**config.mk**
```make
export PLATFORM = sky130hd
export DESIGN_NAME = msc_host_flat
export DESIGN_NICKNAME = d
export VERILOG_FILES = /design/src/pkg/msc_pkg.sv /design/src/pkg/msc_if.sv /design/src/hw/msc_host.sv /design/src/flat_wrapper.sv
export SDC_FILE = /design/constraint.sdc
export NUM_CORES = 1
export LEC_CHECK = 0
export BUFFER_PORTS_ARGS = -buffer_cell sky130_fd_sc_hd__buf_4
export CORE_UTILIZATION = 28
export DETAILED_ROUTE_END_ITERATION = 10
export GPL_TIMING_DRIVEN = 0
export HOLD_SLACK_MARGIN = 0.15
export PLACE_DENSITY = 0.55
export SLEW_MARGIN = 25
export SYNTH_ARGS = -nofsm -noshare
export SYNTH_HDL_FRONTEND = slang
export SYNTH_SLANG_ARGS = --single-unit
```
**constraint.sdc**
```tcl
create_clock -name core_clk -period 1.3 [get_ports core_clk]
set_clock_uncertainty 0.05 [all_clocks]
set_input_delay 0.39 -clock core_clk [delete_from_list [all_inputs] [get_ports core_clk]]
set_output_delay 0.39 -clock core_clk [all_outputs]
set_load 0.01 [all_outputs]
```
**src/pkg/msc_pkg.sv**
```systemverilog
// Package of constants and types shared by both ends of the main state control link.
package msc_pkg;
    // ****************************************************************
    // Register map and fields
    // ****************************************************************
    localparam int          ADDR_W          = 17;
    localparam logic [16:0] SOFT_RESET_ADDR = 17'h10600;
    localparam logic [16:0] COMMIT_ADDR     = 17'h10601;
    localparam logic [16:0] OW_COMMIT_ADDR  = 17'h10602;
    localparam logic [16:0] GAP_ADDR        = 17'h10603;
    localparam logic [16:0] MAIN_SEL_ADDR   = 17'h10604;
    localparam int          EE_RST_BIT      = 1;
    localparam int          CIPH_RST_BIT    = 0;
    localparam logic [7:0]  SOFT_RESET_RST  = 8'h00;
    localparam logic [3:0]  MAIN_SEL_RST    = 4'h0;
    // ****************************************************************
    // Main state codes
    // ****************************************************************
    localparam logic [3:0] CODE_IDLE      = 4'h1;
    localparam logic [3:0] CODE_CORE      = 4'h5;
    localparam logic [3:0] CODE_SERIAL    = 4'h6;
    localparam logic [3:0] CODE_EE_CFG    = 4'h7;
    localparam logic [3:0] CODE_RANDOM    = 4'h8;
    localparam logic [3:0] CODE_CIPHER    = 4'h9;
    localparam logic [3:0] CODE_KEY_AGREE = 4'hA;
    localparam logic [3:0] CODE_IDENT     = 4'hB;
    localparam logic [3:0] CODE_PERM      = 4'hC;
    localparam logic [3:0] CODE_OVERWRITE = 4'hF;
    // Host software port addresses of the controller's own registers.
    localparam logic [1:0] HOST_CMD_ADDR  = 2'h0;
    localparam logic [1:0] HOST_RST_ADDR  = 2'h1;
    localparam logic [1:0] HOST_STAT_ADDR = 2'h2;

    typedef enum logic [3:0] {
        idle_state, core_control_state, standard_serial_state, eeprom_config_state,
        random_gen_state, symmetric_cipher_state, key_agreement_state,
        identity_readout_state, permission_fetch_state, eeprom_overwrite_state
    } msc_state_t;
endpackage

```
**src/pkg/msc_if.sv**
```systemverilog
// Interface carrying the register port between host controller and device.
`timescale 1ns/100ps
interface msc_if;
    logic [16:0] addr;
    logic [7:0]  wdata;
    logic        wr;
    logic        rd;
    logic [7:0]  rdata;
    modport dev  (input addr, input wdata, input wr, input rd, output rdata);
    modport host (output addr, output wdata, output wr, output rd, input rdata);
endinterface

```
**src/hw/msc_host.sv**
```systemverilog
// Host end: sequences main state changes and soft resets from a software port.
`timescale 1ns/100ps
module msc_host (
    input  wire logic        core_clk,
    input  wire logic        rst_b,
    msc_if.host              bus,
    input  wire logic [1:0]  swAddr,
    input  wire logic [7:0]  swWdata,
    input  wire logic        swWr,
    input  wire logic        swRd,
    output logic      [7:0]  swRdata
);
    // ****************************************************************
    // Sequencer
    // ****************************************************************
    // A function code is only sent from idle; from a function state the host
    // first goes back to idle, so two function states never follow directly.
    typedef enum logic [2:0] {
        SEQ_IDLE, SEQ_WR_IDLE, SEQ_COMMIT_IDLE, SEQ_WR_CODE, SEQ_COMMIT, SEQ_RST_SET, SEQ_RST_CLR
    } msc_seq_t;

    msc_seq_t    seq_r;
    logic [3:0]  code_r;
    logic [1:0]  rstMask_r;
    logic        inFunc_r;
    logic [7:0]  swRdata_r;
    logic        busy;
    logic        rdIssued_r;
    logic        rdWait_r;
    logic [3:0]  echo_r;

    // Undecoded codes leave the device where it was, so they never count as a function.
    function automatic logic isFunction(input logic [3:0] code);
        isFunction = code inside {msc_pkg::CODE_CORE, msc_pkg::CODE_SERIAL, msc_pkg::CODE_EE_CFG,
                                  msc_pkg::CODE_RANDOM, msc_pkg::CODE_CIPHER, msc_pkg::CODE_KEY_AGREE,
                                  msc_pkg::CODE_IDENT, msc_pkg::CODE_PERM, msc_pkg::CODE_OVERWRITE};
    endfunction

    assign busy = (seq_r != SEQ_IDLE);

    always_ff @(posedge core_clk or negedge rst_b) begin
        if (!rst_b) begin
            seq_r     <= SEQ_IDLE;
            code_r    <= msc_pkg::CODE_IDLE;
            rstMask_r <= 2'h0;
        end else begin
            unique case (seq_r)
                SEQ_IDLE: begin
                    if (swWr && swAddr == msc_pkg::HOST_CMD_ADDR) begin
                        code_r <= swWdata[3:0];
                        seq_r  <= (inFunc_r && swWdata[3:0] != msc_pkg::CODE_IDLE) ? SEQ_WR_IDLE : SEQ_WR_CODE;
                    end else if (swWr && swAddr == msc_pkg::HOST_RST_ADDR) begin
                        rstMask_r <= swWdata[1:0];
                        seq_r     <= SEQ_RST_SET;
                    end
                end
                SEQ_WR_IDLE:     seq_r <= SEQ_COMMIT_IDLE;
                SEQ_COMMIT_IDLE: seq_r <= SEQ_WR_CODE;
                SEQ_WR_CODE:     seq_r <= SEQ_COMMIT;
                SEQ_COMMIT:      seq_r <= SEQ_IDLE;
                SEQ_RST_SET:     seq_r <= SEQ_RST_CLR;
                SEQ_RST_CLR:     seq_r <= SEQ_IDLE;
            endcase
        end
    end

    always_ff @(posedge core_clk or negedge rst_b) begin
        if (!rst_b) begin
            inFunc_r <= 1'b0;
        end else if (seq_r == SEQ_COMMIT_IDLE) begin
            inFunc_r <= 1'b0;
        end else if (seq_r == SEQ_COMMIT) begin
            inFunc_r <= isFunction(code_r);
        end
    end

    // ****************************************************************
    // Bus drive
    // ****************************************************************
    always_ff @(posedge core_clk or negedge rst_b) begin
        if (!rst_b) begin
            bus.addr  <= '0;
            bus.wdata <= 8'h00;
            bus.wr    <= 1'b0;
            bus.rd    <= 1'b0;
        end else begin
            bus.wr    <= 1'b0;
            bus.rd    <= 1'b0;
            bus.wdata <= 8'h00;
            unique case (seq_r)
                SEQ_WR_IDLE: begin
                    bus.addr  <= msc_pkg::MAIN_SEL_ADDR;
                    bus.wdata <= {4'h0, msc_pkg::CODE_IDLE};
                    bus.wr    <= 1'b1;
                end
                SEQ_COMMIT_IDLE: begin
                    bus.addr <= msc_pkg::COMMIT_ADDR;
                    bus.wr   <= 1'b1;
                end
                SEQ_WR_CODE: begin
                    bus.addr  <= msc_pkg::MAIN_SEL_ADDR;
                    bus.wdata <= {4'h0, code_r};
                    bus.wr    <= 1'b1;
                end
                SEQ_COMMIT: begin
                    bus.addr <= (code_r == msc_pkg::CODE_OVERWRITE) ? msc_pkg::OW_COMMIT_ADDR
                                                                   : msc_pkg::COMMIT_ADDR;
                    bus.wr   <= 1'b1;
                end
                SEQ_RST_SET: begin
                    bus.addr  <= msc_pkg::SOFT_RESET_ADDR;
                    bus.wdata <= {6'h00, rstMask_r};
                    bus.wr    <= 1'b1;
                end
                SEQ_RST_CLR: begin
                    bus.addr <= msc_pkg::SOFT_RESET_ADDR;
                    bus.wr   <= 1'b1;
                end
                SEQ_IDLE: begin
                    if (swRd && swAddr == msc_pkg::HOST_STAT_ADDR) begin
                        bus.addr <= msc_pkg::MAIN_SEL_ADDR;
                        bus.rd   <= 1'b1;
                    end
                end
            endcase
        end
    end

    // ****************************************************************
    // Read back of the main select code
    // ****************************************************************
    // The device answers one cycle after the strobe, so the reply is caught two edges after issue.
    always_ff @(posedge core_clk or negedge rst_b) begin
        if (!rst_b) begin
            rdIssued_r <= 1'b0;
            rdWait_r   <= 1'b0;
            echo_r     <= msc_pkg::MAIN_SEL_RST;
        end else begin
            rdIssued_r <= (seq_r == SEQ_IDLE) && swRd && (swAddr == msc_pkg::HOST_STAT_ADDR);
            rdWait_r   <= rdIssued_r;
            if (rdWait_r) begin
                echo_r <= bus.rdata[3:0];
            end
        end
    end

    // ****************************************************************
    // Software read port
    // ****************************************************************
    always_ff @(posedge core_clk or negedge rst_b) begin
        if (!rst_b) begin
            swRdata_r <= 8'h00;
        end else if (swRd) begin
            unique case (swAddr)
                msc_pkg::HOST_CMD_ADDR:  swRdata_r <= {4'h0, code_r};
                msc_pkg::HOST_STAT_ADDR: swRdata_r <= {2'h0, echo_r, inFunc_r, busy};
                default:                 swRdata_r <= 8'h00;
            endcase
        end else begin
            swRdata_r <= 8'h00;
        end
    end

    assign swRdata = swRdata_r;
endmodule

```
**src/flat_wrapper.sv**
```systemverilog
// flat-port wrapper written by rule: the top's interface ports become plain ports
module msc_host_flat 
  (core_clk, rst_b, swAddr, swWdata, swWr, swRd, swRdata, bus_addr, bus_wdata, bus_wr, bus_rd, bus_rdata);
  msc_if bus_i ();
  input  wire logic core_clk;
  input  wire logic rst_b;
  input  wire logic [1:0] swAddr;
  input  wire logic [7:0] swWdata;
  input  wire logic swWr;
  input  wire logic swRd;
  output logic      [7:0] swRdata;
  output wire logic [$bits(bus_i.addr)-1:0] bus_addr;
  output wire logic [$bits(bus_i.wdata)-1:0] bus_wdata;
  output wire logic [$bits(bus_i.wr)-1:0] bus_wr;
  output wire logic [$bits(bus_i.rd)-1:0] bus_rd;
  input wire logic [$bits(bus_i.rdata)-1:0] bus_rdata;
  assign bus_addr = bus_i.addr;
  assign bus_wdata = bus_i.wdata;
  assign bus_wr = bus_i.wr;
  assign bus_rd = bus_i.rd;
  assign bus_i.rdata = bus_rdata;
  msc_host u_core (.core_clk(core_clk), .rst_b(rst_b), .bus(bus_i), .swAddr(swAddr), .swWdata(swWdata), .swWr(swWr), .swRd(swRd), .swRdata(swRdata));
endmodule
```
==> run summary, run 1 <==
* Post-DRT Antenna Nets: 0
* total half-perimeter wirelength after legalization and detailed placement: 2157 um
* synthesized area: 1495 um2
* Final GP Congestion: 0.7121
* Routed met2 length: 1407 um
* footprint of the multi-input gates: 629.4 um2
* cell area reported after detailed placement: 1891 um2
* largest net degree at the start of global routing: 33
* classification of the worst setup path: reg -> reg
* final net count: 217
* Synth warnings: 0
* post-route worst hold slack: 0.2614 ns
* hold crit path type: in -> reg
* met1 WL: 1314 um
* Max clock buf depth: 2
* Post-synth EDFFs: 0
* portion of the post-synthesis area used by sequential elements: 53.64%
* post-route minimum period: 1.429 ns
* fraction of registers with async set or reset after synthesis: 100.0%
* number of sinks driven by the clock tree: 32
* fraction of layout cells with a size suffix above 1: 42.86%
* R2R Path Start: u_core.seq_r[0]$_DFFE_PN0P_
* post-route DRC violation count: 0
* core footprint: 5140 um2
* R2R depth: 3
* destination of the worst hold path: u_core.swRdata[0]$_DFF_PN0_
* mean post-synth cell area: 10.76 um2
* post-placement worst setup slack: -0.3589 ns
* max_cap viols: 0
* required time of the critical path: 1.42 ns
* TritonCTS Buffers: 5
* depth of the worst hold-timing path: 2
* maximum achievable frequency: 700.0 MHz
* highest routed layer: met4
* via count: 1125
* FF-to-FF End: u_core.code_r[1]$_DFFE_PN0P_
* Worst setup SP type: register
* number of antenna violations at the first check in global routing: 0
* CTS tree: done
* Starting DRT DRC Count: 44
* wire length on met3: 281 um
* critical path data arrival time: 1.55 ns
* DIE WIDTH: 75.08 um
* fin crit share: 109.9%
* insertion delay to the later sink of the worst-skew pair: 0.28 ns
* number of endpoints failing setup at the final stage: 9
* Worst VDD drop: 0.6360 mV
* RSZ-0062 raised after global routing: true
* final global-route overflow total: 0
* diode insertion count for antenna repair: 0
* Port-buffer cells: 30
* count of H-tree levels built during CTS: 2
* maximum net fanout on the critical path: 4
* number of max-slew violations in the final report: 0
* Clk pin slew, worst setup/hold paths: 0.06 ns
* initial standard-cell utilization of the core: 29.09%
* Yosys cell types: 31
* drt via density: 4.229
* violations in the final reports: negative setup slack
* I/O pin count: 57
* vias in the first global route: 1023
* final standard cell utilization of the core: 40.94%
* clock tree root driver cell: sky130_fd_sc_hd__clkbuf_8
* detailed-router iteration count before antenna repair: 4
* Static Leakage: 1.036 nW
* register bit total from synthesis: 32
* internal reg-to-reg setup slack: -0.13 ns
* Pwr Density: 1819 nW/um2
* die extent in y: 75.08 um
* Area growth syn-to-layout: 40.75%
* routed length per placed instance: 11.48 um
* endpoint kind of the worst setup timing path: register
* Min-Delay Startpoint: swAddr[1]
* final std cell area, no fill: 2105 um2
* fill count: 547
* final hold violation count: 0
* die area: 5636 um2
* status: complete, but fails checks
* FF/Latch Area: 803.3 um2
* Global Route Usage Sum: 11.82%
* number of instances in the synthesized netlist: 139
* Final Worst Setup Slack: -0.1286 ns
* wire length of the first global-routing pass: 4733 um
* number of cell rows: 26
* total wire length after detailed routing: 3054 um
* Top FF cell, synth: sky130_fd_sc_hd__dfrtp_1
## cell usage in the layout (no fill, tap or decap), drive strengths merged, types with 5 or more instances in the layout
cell type and count:
o21ai 6, a21oi 9, nand2 5, nor2 11, nand2b 5, dfrtp 31
conb 17, mux2 8, nand3 5, clkbuf 8, inv 6, nand3b 5
buf 56
## through the flow
step	total power, mW	setup TNS [ns]	instances
2_1_floorplan	2.395	-0.9773	155
3_3_place_gp	2.813	-3.044	255
3_5_place_dp	2.839	-3.336	255
4_1_cts	3.789	-0.7955	265
5_1_grt	4.142	-1.237	266
6_report	3.827	-0.7330	266
## routing by layer
metal,global-route usage (%),vias up
li1,-,543
met1,13.21,534
met2,19.62,41
met3,5.221,7
met4,5.031,0
met5,0,-
## sequential cells by signal, summed over array words and instances, names as in the netlist, 2 cells and up
name	cells
u_core.echo_r	4
u_core.code_r	4
u_core.swRdata	6
u_core.bus.wdata	4
u_core.bus.addr	4
u_core.seq_r	3
u_core.rstMask_r	2
## area by class of cell
cell class	instances	share of cell area, %
Sequential cell	32	38.17
Multi-Input combinational cell	93	29.90
Timing Repair Buffer	33	12.78
Buffer	24	9.156
Clock buffer	8	4.756
Tap cell	70	4.162
Inverter	6	1.070
## worst max path at each step
stage,startpoint,endpoint,slack [ns],cells after the start
after floorplan,swAddr[1],u_core.code_r[1]$_DFFE_PN0P_,-0.21,5
after global placement,swAddr[1],u_core.code_r[3]$_DFFE_PN0P_,-0.36,5
after detailed placement,swAddr[1],u_core.code_r[1]$_DFFE_PN0P_,-0.36,5
after CTS,u_core.seq_r[0]$_DFFE_PN0P_,u_core.code_r[1]$_DFFE_PN0P_,-0.13,3
after global routing,u_core.seq_r[0]$_DFFE_PN0P_,u_core.code_r[2]$_DFFE_PN0P_,-0.18,3
final,u_core.seq_r[0]$_DFFE_PN0P_,u_core.code_r[1]$_DFFE_PN0P_,-0.13,3
## cell usage after synthesis (all sizes together) (2+ instances only)
library cell / instances / share of area, %
mux2: 8 / 6.0
dfrtp: 31 / 52
nor3b: 2 / 1.0
nand3: 5 / 1.7
buf: 22 / 11
inv: 6 / 1.5
nand2: 5 / 1.3
mux2i: 3 / 2.0
nand3b: 5 / 2.5
nor3: 2 / 0.67
o21ai: 6 / 2.0
a211oi: 3 / 1.8
a21oi: 9 / 3.0
nor2b: 2 / 0.84
nand2b: 5 / 2.1
nor2: 11 / 2.8
clkbuf: 2 / 0.50
## critical path, cell delays in order, from the launching register on
cell and delay [ns]:
sky130_fd_sc_hd__dfrtp_1 0.41, sky130_fd_sc_hd__nor4_4 0.28, sky130_fd_sc_hd__and2b_2 0.27, sky130_fd_sc_hd__mux2_4 0.31
## repair_timing
action,4_1_cts,5_1_grt
endpoints found under the hold margin,31,0
hold buffers,1,0
setup endpoints to repair,21,22
setup buffers,1,2
gates resized for setup,15,14
pin swaps,1,0
## kinds of logic (layout without fill, tap and decap cells)
logic type	count (synthesis)	in the layout	share of synthesized area [%]
mux	11	11	8.034
other cells	1	17	0.2508
flops	32	32	53.64
simple gates	43	43	16.32
xor+xnor	1	1	0.5859
compound gates	21	21	8.452
buf+inv	30	71	12.72
## power by group
group | switching, mW | leakage (nW) | internal (mW)
Clock | 0.351 | 0.0515 | 0.483
Sequential | 0.273 | 0.405 | 1.33
Combinational | 0.671 | 0.580 | 0.719
Power figures use the tool's default switching activity.
==> inputs of run 2 (changes only) <==
--- a/config.mk
+++ b/config.mk
@@ -7,10 +7,11 @@
 export LEC_CHECK = 0
 export BUFFER_PORTS_ARGS = -buffer_cell sky130_fd_sc_hd__buf_4
 export CORE_UTILIZATION = 28
+export CTS_CLUSTER_DIAMETER = 120
 export DETAILED_ROUTE_END_ITERATION = 10
 export GPL_TIMING_DRIVEN = 0
 export HOLD_SLACK_MARGIN = 0.15
-export PLACE_DENSITY = 0.55
+export PLACE_DENSITY = 0.54
 export SLEW_MARGIN = 25
 export SYNTH_ARGS = -nofsm -noshare
 export SYNTH_HDL_FRONTEND = slang
==> constraint.sdc (replaced) <==
create_clock -name core_clk -period 1.32 [get_ports core_clk]
set_clock_uncertainty 0.05 [all_clocks]
set_input_delay 0.396 -clock core_clk [delete_from_list [all_inputs] [get_ports core_clk]]
set_output_delay 0.396 -clock core_clk [all_outputs]
set_load 0.01 [all_outputs]
==> run 2 against run 1 <==
Compared with the run above: the run still ends with negative setup slack left; routed wire length down 1.9%; via count is 1.4% lower; utilization is 0.54 points lower; cell count unchanged; combinational power is 6% lower; flip-flop and latch count is the same; critical path depth stayed put; non-clock buffer count unchanged; critical endpoint is now u_core.code_r[3]$_DFFE_PN0P_; largest cell class unchanged; highest routed layer unchanged.
==> run summary, run 2 (synthesized netlist as in run 1, its figures left out) <==
* initial standard-cell utilization of the core: 29.09%, unchanged
* maximum net fanout on the critical path: 4, unchanged
* commonest non-fill, non-tap cell in the layout: sky130_fd_sc_hd__buf_4, unchanged
* via count: 1109, was 1125
* post-route DRC violation count: 0, unchanged
* number of max-slew violations in the final report: 0, unchanged
* critical path data arrival time: 1.57 ns, was 1.55 ns
* classification of the worst setup path: reg -> reg, unchanged
* drt via density: 4.169, was 4.229
* vias in the first global route: 1036, was 1023
* final global-route overflow total: 0, unchanged
* Global Route Usage Sum: 12.22%, was 11.82%
* final hold violation count: 0, unchanged
* R2R Path Start: u_core.seq_r[0]$_DFFE_PN0P_, unchanged
* total wire length after detailed routing: 2996 um, was 3054 um
* RSZ-0062 raised after global routing: true, unchanged
* post-placement worst setup slack: -0.3639 ns, was -0.3589 ns
* commonest cells after routing, fill and taps aside: 46 x sky130_fd_sc_hd__buf_4, 29 x sky130_fd_sc_hd__dfrtp_1, 17 x sky130_fd_sc_hd__conb_1, was 48 x sky130_fd_sc_hd__buf_4, 30 x sky130_fd_sc_hd__dfrtp_1, 17 x sky130_fd_sc_hd__conb_1
* Static Leakage: 1.017 nW, was 1.036 nW
* number of endpoints failing setup at the final stage: 6, was 9
* maximum achievable frequency: 687.8 MHz, was 700.0 MHz
* Post-DRT Antenna Nets: 0, unchanged
* Starting DRT DRC Count: 36, was 44
* Worst VDD drop: 0.7245 mV, was 0.6360 mV
* Port-buffer cells: 30, unchanged
* number of antenna violations at the first check in global routing: 0, unchanged
* Final Non-Filler Cells: 266, unchanged
* Pwr Density: 1752 nW/um2, was 1819 nW/um2
* wire length of the first global-routing pass: 4995 um, was 4733 um
* core footprint: 5140 um2, unchanged
* TritonCTS Buffers: 5, unchanged
* I/O pin count: 57, unchanged
* fill count: 526, was 547
* violations in the final reports: negative setup slack, unchanged
* cell total after placement: 255, unchanged
* routed length per placed instance: 11.26 um, was 11.48 um
* largest net degree at the start of global routing: 33, unchanged
* Worst setup SP type: register, unchanged
* die area: 5636 um2, unchanged
* internal reg-to-reg setup slack: -0.13 ns, about the same
* detailed-router iteration count before antenna repair: 4, unchanged
* max reg flops: 6, unchanged
* max_cap viols: 0, unchanged
* CTS tree: done, unchanged
* endpoint kind of the worst setup timing path: register, unchanged
* post-route minimum period: 1.454 ns, was 1.429 ns
* fraction of layout cells with a size suffix above 1: 41.84%, was 42.86%
* total half-perimeter wirelength after legalization and detailed placement: 2123 um, was 2157 um
* Clk pin slew, worst setup/hold paths: 0.07 ns, was 0.06 ns
* die extent in y: 75.08 um, unchanged
* R2R depth: 3, unchanged
* Final Worst Setup Slack: -0.1339 ns, was -0.1286 ns
* FF-to-FF End: u_core.code_r[3]$_DFFE_PN0P_, was u_core.code_r[1]$_DFFE_PN0P_
* depth of the worst hold-timing path: 2, unchanged
* status: complete, but fails checks, unchanged
* destination of the worst hold path: u_core.swRdata[0]$_DFF_PN0_, unchanged
* final net count: 217, unchanged
* final standard cell utilization of the core: 40.41%, was 40.94%
* clock tree root driver cell: sky130_fd_sc_hd__clkbuf_8, unchanged
* fin crit share: 110.1%, was 109.9%
* number of cell rows: 26, unchanged
* Area growth syn-to-layout: 38.91%, was 40.75%
* DIE WIDTH: 75.08 um, unchanged
* number of sinks driven by the clock tree: 32, unchanged
* diode insertion count for antenna repair: 0, unchanged
* insertion delay to the later sink of the worst-skew pair: 0.28 ns, about the same
* Min-Delay Startpoint: swAddr[1], unchanged
* count of H-tree levels built during CTS: 2, unchanged
* hold crit path type: in -> reg, unchanged
* Max clock buf depth: 2, unchanged
* required time of the critical path: 1.43 ns, was 1.42 ns
* Final GP Congestion: 0.7131, was 0.7121
run 2: cell count changes in the layout (fill, tap and decap cells not counted), sizes merged:
| cell | change |
|---|---|
| clkinv | +2 |
| clkbuf | -1 |
| buf | -1 |
run 2: how the worst max path moves through the flow:
stage	start	end
CTS	u_core.seq_r[0]$_DFFE_PN0P_	u_core.code_r[3]$_DFFE_PN0P_
global placement	swAddr[1]	u_core.code_r[3]$_DFFE_PN0P_
finish	u_core.seq_r[0]$_DFFE_PN0P_	u_core.code_r[3]$_DFFE_PN0P_
detailed placement	swAddr[1]	u_core.code_r[3]$_DFFE_PN0P_
global route	u_core.seq_r[0]$_DFFE_PN0P_	u_core.code_r[2]$_DFFE_PN0P_
floorplan	swAddr[1]	u_core.code_r[1]$_DFFE_PN0P_
run 2: stage by stage:
step / cell area, um2 / TNS [ns] / hold WS (ns) / total power [mW]
final: 2077 / -0.6423 / 0.2678 / 3.639
after global routing: 2077 / -0.9719 / 0.2620 / 3.940
after CTS: 2054 / -0.8119 / 0.2607 / 3.644
after detailed placement: 1891 / -2.800 / 0.2926 / 2.789
after global placement: 1891 / -2.803 / 0.2836 / 2.773
after floorplan: 1578 / -0.8793 / 0.05041 / 2.359
run 2: final cells by class:
| cell class | count | area (um2) | share of cell area [%] |
|---|---|---|---|
| clock inverter | 2 | 10.01 | 0.4819 |
| sequential | 32 | 804.5 | 38.73 |
| multi-input combinational | 93 | 608.1 | 29.28 |
| tap | 70 | 87.58 | 4.217 |
| inverter | 6 | 22.52 | 1.084 |
| timing repair buffer | 33 | 269.0 | 12.95 |
| clock buffer | 6 | 82.58 | 3.976 |
| buffer | 24 | 192.7 | 9.277 |
run 2: timing repair:
item | CTS | global route
setup endpoints to repair | 20 | 24
gates resized for setup | 12 | 12
pin swaps | 5 | 1
setup buffers | 2 | 0
hold buffers | 1 | 0
endpoints found under the hold margin | 31 | 0
run 2: power by group:
part           leakage (nW)  switching [mW]  internal, mW
Clock                0.0510           0.356         0.416
Sequential            0.404           0.260          1.31
Combinational         0.562           0.623         0.673
run 2: worst max-delay path, stage by stage (launching register included):
cell and delay, ns:
sky130_fd_sc_hd__dfrtp_1 0.40, sky130_fd_sc_hd__nor4_4 0.30, sky130_fd_sc_hd__and2b_2 0.27, sky130_fd_sc_hd__mux2_4 0.31
run 2: metal layers:
metal	wire length, um	GRT usage [%]
met3	233	4.418
met5	0	0
met2	1404	18.72
met4	23	5.031
met1	1335	15.65
==> inputs of run 3 (changes only) <==
--- a/config.mk
+++ b/config.mk
@@ -5,6 +5,7 @@
 export SDC_FILE = /design/constraint.sdc
 export NUM_CORES = 1
 export LEC_CHECK = 0
+export ABC_AREA = 1
 export BUFFER_PORTS_ARGS = -buffer_cell sky130_fd_sc_hd__buf_4
 export CORE_UTILIZATION = 28
 export CTS_CLUSTER_DIAMETER = 120
==> run 3 against run 2 <==
Compared with the run above: the run still ends with negative setup slack left; largest power group unchanged; utilization decreased by 0.59 points; flip-flop and latch count unchanged; power is 1.7% higher; clock power increased by 18%.
==> run summary, run 3 <==
* register bit total from synthesis: 32, unchanged
* post-route worst hold slack: 0.2714 ns, was 0.2678 ns
* cell with the most instances after synthesis: sky130_fd_sc_hd__nand2_1, was sky130_fd_sc_hd__dfrtp_1
* die extent in y: 74.56 um, was 75.08 um
* Post-DRT Antenna Nets: 0, unchanged
* fraction of layout cells with a size suffix above 1: 32.31%, was 41.84%
* total wire length after detailed routing: 3134 um, was 2996 um
* Worst VDD drop: 0.4820 mV, was 0.7245 mV
* net switching component of the power: 1.303 mW, was 1.240 mW
* total half-perimeter wirelength after legalization and detailed placement: 2309 um, was 2123 um
* number of endpoints failing setup at the final stage: 2, was 6
* DIE WIDTH: 74.56 um, was 75.08 um
* RSZ-0062 raised after global routing: true, unchanged
* post-placement worst setup slack: -0.1317 ns, was -0.3639 ns
* portion of the post-synthesis area used by sequential elements: 54.41%, was 53.64%
* synthesized area: 1474 um2, was 1495 um2
* diode insertion count for antenna repair: 0, unchanged
* endpoint kind of the worst setup timing path: output port, was register
* fraction of registers with async set or reset after synthesis: 100.0%, unchanged
* final global-route overflow total: 0, unchanged
* Post-synth EDFFs: 0, unchanged
* hold crit path type: in -> reg, unchanged
* Final GP Congestion: 0.7873, was 0.7131
* mean post-synth cell area: 8.619 um2, was 10.76 um2
* status: complete, but fails checks, unchanged
* classification of the worst setup path: reg -> out, was reg -> reg
* drt via density: 4.050, was 4.169
* commonest cells after routing, fill and taps aside: 50 x sky130_fd_sc_hd__buf_4, 33 x sky130_fd_sc_hd__nand2_1, 28 x sky130_fd_sc_hd__dfrtp_1, was 46 x sky130_fd_sc_hd__buf_4, 29 x sky130_fd_sc_hd__dfrtp_1, 17 x sky130_fd_sc_hd__conb_1
* Pwr Density: 1831 nW/um2, was 1752 nW/um2
* Final Worst Setup Slack: -0.05960 ns, was -0.1339 ns
* Area growth syn-to-layout: 37.10%, was 38.91%
* insertion delay to the later sink of the worst-skew pair: 0.28 ns, about the same
* number of cell rows: 26, unchanged
* part of the power in combinational logic: 33.9%, was 35.6%
* Switching Share: 35.21%, was 34.07%
* Starting DRT DRC Count: 73, was 36
* Top FF cell, synth: sky130_fd_sc_hd__dfrtp_1, unchanged
* Static Leakage: 1.102 nW, was 1.017 nW
* met3 Track Usage GR: 4.607%, was 4.418%
* number of instances in the synthesized netlist: 171, was 139
* fraction of power consumed by sequential logic: 41.6%, was 43.2%
* number of sinks driven by the clock tree: 32, unchanged
* fin crit share: 104.5%, was 110.1%
* Worst setup SP type: register, unchanged
* I/O pin count: 57, unchanged
* Synth warnings: 0, unchanged
* CP max stage delay: 0.40 ns, about the same
* Global Route Usage Sum: 13.05%, was 12.22%
* wire length of the first global-routing pass: 5175 um, was 4995 um
* Max clock buf depth: 2, unchanged
* Clk pin slew, worst setup/hold paths: 0.07 ns, about the same
* critical path data arrival time: 0.93 ns, was 1.57 ns
* post-route minimum period: 1.380 ns, was 1.454 ns
* maximum net fanout on the critical path: 4, unchanged
* Critical Path, Cell by Cell: buf_4 -> buf_6, was nor4_4 -> and2b_2 -> mux2_4
* post-route DRC violation count: 0, unchanged
* most instantiated cells after synthesis: 35 x sky130_fd_sc_hd__nand2_1, 31 x sky130_fd_sc_hd__dfrtp_1, 21 x sky130_fd_sc_hd__inv_1, 20 x sky130_fd_sc_hd__nand3_1, 19 x sky130_fd_sc_hd__buf_4, was 31 x sky130_fd_sc_hd__dfrtp_1, 20 x sky130_fd_sc_hd__buf_4, 11 x sky130_fd_sc_hd__nor2_1, 9 x sky130_fd_sc_hd__a21oi_1, 8 x sky130_fd_sc_hd__mux2_2
* final hold violation count: 0, unchanged
* vias in the first global route: 1094, was 1036
* final sum of negative setup slack: -0.1188 ns, was -0.6423 ns
* max reg flops: 6, unchanged
* CTS tree: done, unchanged
* largest net degree at the start of global routing: 33, unchanged
* final net count: 250, was 217
* initial standard-cell utilization of the core: 29.04%, was 29.09%
* detailed-router iteration count before antenna repair: 4, unchanged
* routed length per placed instance: 10.48 um, was 11.26 um
* required time of the critical path: 0.87 ns, was 1.43 ns
* core footprint: 5075 um2, was 5140 um2
* final standard cell utilization of the core: 39.82%, was 40.41%
* met2 capacity usage during global routing: 18.82%, was 18.72%
* met1 usage in global routing: 17.22%, was 15.65%
* number of antenna violations at the first check in global routing: 0, unchanged
* Slowest-stage cell, CP: sky130_fd_sc_hd__dfrtp_1, unchanged
* commonest non-fill, non-tap cell in the layout: sky130_fd_sc_hd__buf_4, unchanged
* die area: 5558 um2, was 5636 um2
* clock tree root driver cell: sky130_fd_sc_hd__clkbuf_8, unchanged
* number of max-slew violations in the final report: 0, unchanged
* max_cap viols: 0, unchanged
* via count: 1211, was 1109
* count of H-tree levels built during CTS: 2, unchanged
* Yosys cell types: 19, was 31
* leading post-synthesis cells by cell area: sky130_fd_sc_hd__dfrtp_1 53%, sky130_fd_sc_hd__buf_4 9.7%, sky130_fd_sc_hd__nand2_1 8.9%, sky130_fd_sc_hd__nand3_1 6.8%, sky130_fd_sc_hd__inv_1 5.3%, was sky130_fd_sc_hd__dfrtp_1 52%, sky130_fd_sc_hd__buf_4 10%, sky130_fd_sc_hd__mux2_2 6.0%, sky130_fd_sc_hd__a21oi_1 3.0%, sky130_fd_sc_hd__nor2_1 2.8%
* internal power summed over all cells: 2.397 mW, was 2.399 mW
* TritonCTS Buffers: 5, unchanged
* maximum achievable frequency: 724.9 MHz, was 687.8 MHz
* proportion of power drawn by the clock network: 24.6%, was 21.2%
* cell taking the most area after synthesis: sky130_fd_sc_hd__dfrtp_1, unchanged
* crit path buf inv count: 2, was 0
* violations in the final reports: negative setup slack, unchanged
* category of cells accounting for the largest share of critical-path delay: flip-flops, was simple AND/OR/NAND/NOR gates
* busiest grt layer: met2, unchanged
* area share of the leading cell type in the synthesized netlist: 52.63%, was 51.88%
* Port-buffer cells: 31, was 30
## run 3: cell count changes after synthesis, sizes merged, moves of 4 or more
cell / before / now
a21oi: 9 / 3
mux2: 8 / 0
inv: 6 / 23
nand2b: 5 / 0
nand2: 5 / 38
nor2: 11 / 15
nand3b: 5 / 0
o21ai: 6 / 15
nand3: 5 / 20
## run 3: per-stage QoR
step / instances / power, mW / cell area, um2
after floorplan: 187 / 2.271 / 1534
after global placement: 288 / 2.686 / 1854
after detailed placement: 288 / 2.694 / 1854
after CTS: 297 / 3.629 / 1979
after global routing: 299 / 3.998 / 2021
final: 299 / 3.699 / 2021
## run 3: worst register-to-register path: stages (launching register included)
cell,delay [ns]
sky130_fd_sc_hd__dfrtp_2,0.45
sky130_fd_sc_hd__inv_2,0.09
sky130_fd_sc_hd__nand2_2,0.08
sky130_fd_sc_hd__nor2_4,0.22
sky130_fd_sc_hd__nand2_2,0.07
sky130_fd_sc_hd__or2_1,0.21
## run 3: cell type report
class,instances,area [um2]
Fill cell,544,3054
Sequential cell,32,805.8
Multi-Input combinational cell,112,510.5
Timing Repair Buffer,35,277.8
Buffer,19,142.6
Inverter,23,88.84
Tap cell,70,87.58
Clock buffer,6,72.57
Clock inverter,2,35.03
## run 3: cell families after synthesis
| group | synth area share (%) |
|---|---|
| AND/OR/NAND/NOR | 21.90 |
| other | 0.2544 |
| buffers and inverters | 15.87 |
| flip-flops | 54.41 |
| AO/OA/AOI/OAI | 7.555 |
## run 3: final timing paths
check	end	slack, ns	depth (start not counted)	startpoint
max	bus_addr[10]	-0.06	2	u_core.bus.addr[10]$_DFFE_PN0P_
min	u_core.echo_r[3]$_DFFE_PN0P_	0.27	3	bus_rdata[3]
max reg2reg	u_core.bus.addr[10]$_DFFE_PN0P_	0.04	5	u_core.seq_r[0]$_DFFE_PN0P_
min reg2reg	u_core.rdWait_r$_DFF_PN0_	0.29	0	u_core.rdIssued_r$_DFF_PN0_
max in group asynchronous	u_core.code_r[0]$_DFFE_PN1P_	0.36	2	rst_b
min in group asynchronous	u_core.echo_r[3]$_DFFE_PN0P_	0.54	2	rst_b
## run 3: repair_timing
action	in CTS	in global routing
resized for setup	3	9
pin swaps	0	1
hold buffers	1	0
buffers inserted	0	3
endpoints found under the setup margin	6	15
endpoints found under the hold margin	31	0
## run 3: layer usage
metal / up-vias / part of all wire [%]
li1: 611 / -
met1: 545 / 48
met2: 49 / 44
met3: 6 / 6.1
met4: 0 / 1.9
met5: - / 0
## run 3: power groups by stage
stage                     Combinational (mW)  Clock [mW]  Sequential, mW
after CTS                               1.19       0.936            1.50
final                                   1.25       0.909            1.54
after global placement                  1.17           0            1.52
after detailed placement                1.18           0            1.52
after floorplan                        0.751           0            1.52
after global routing                    1.43       0.984            1.58
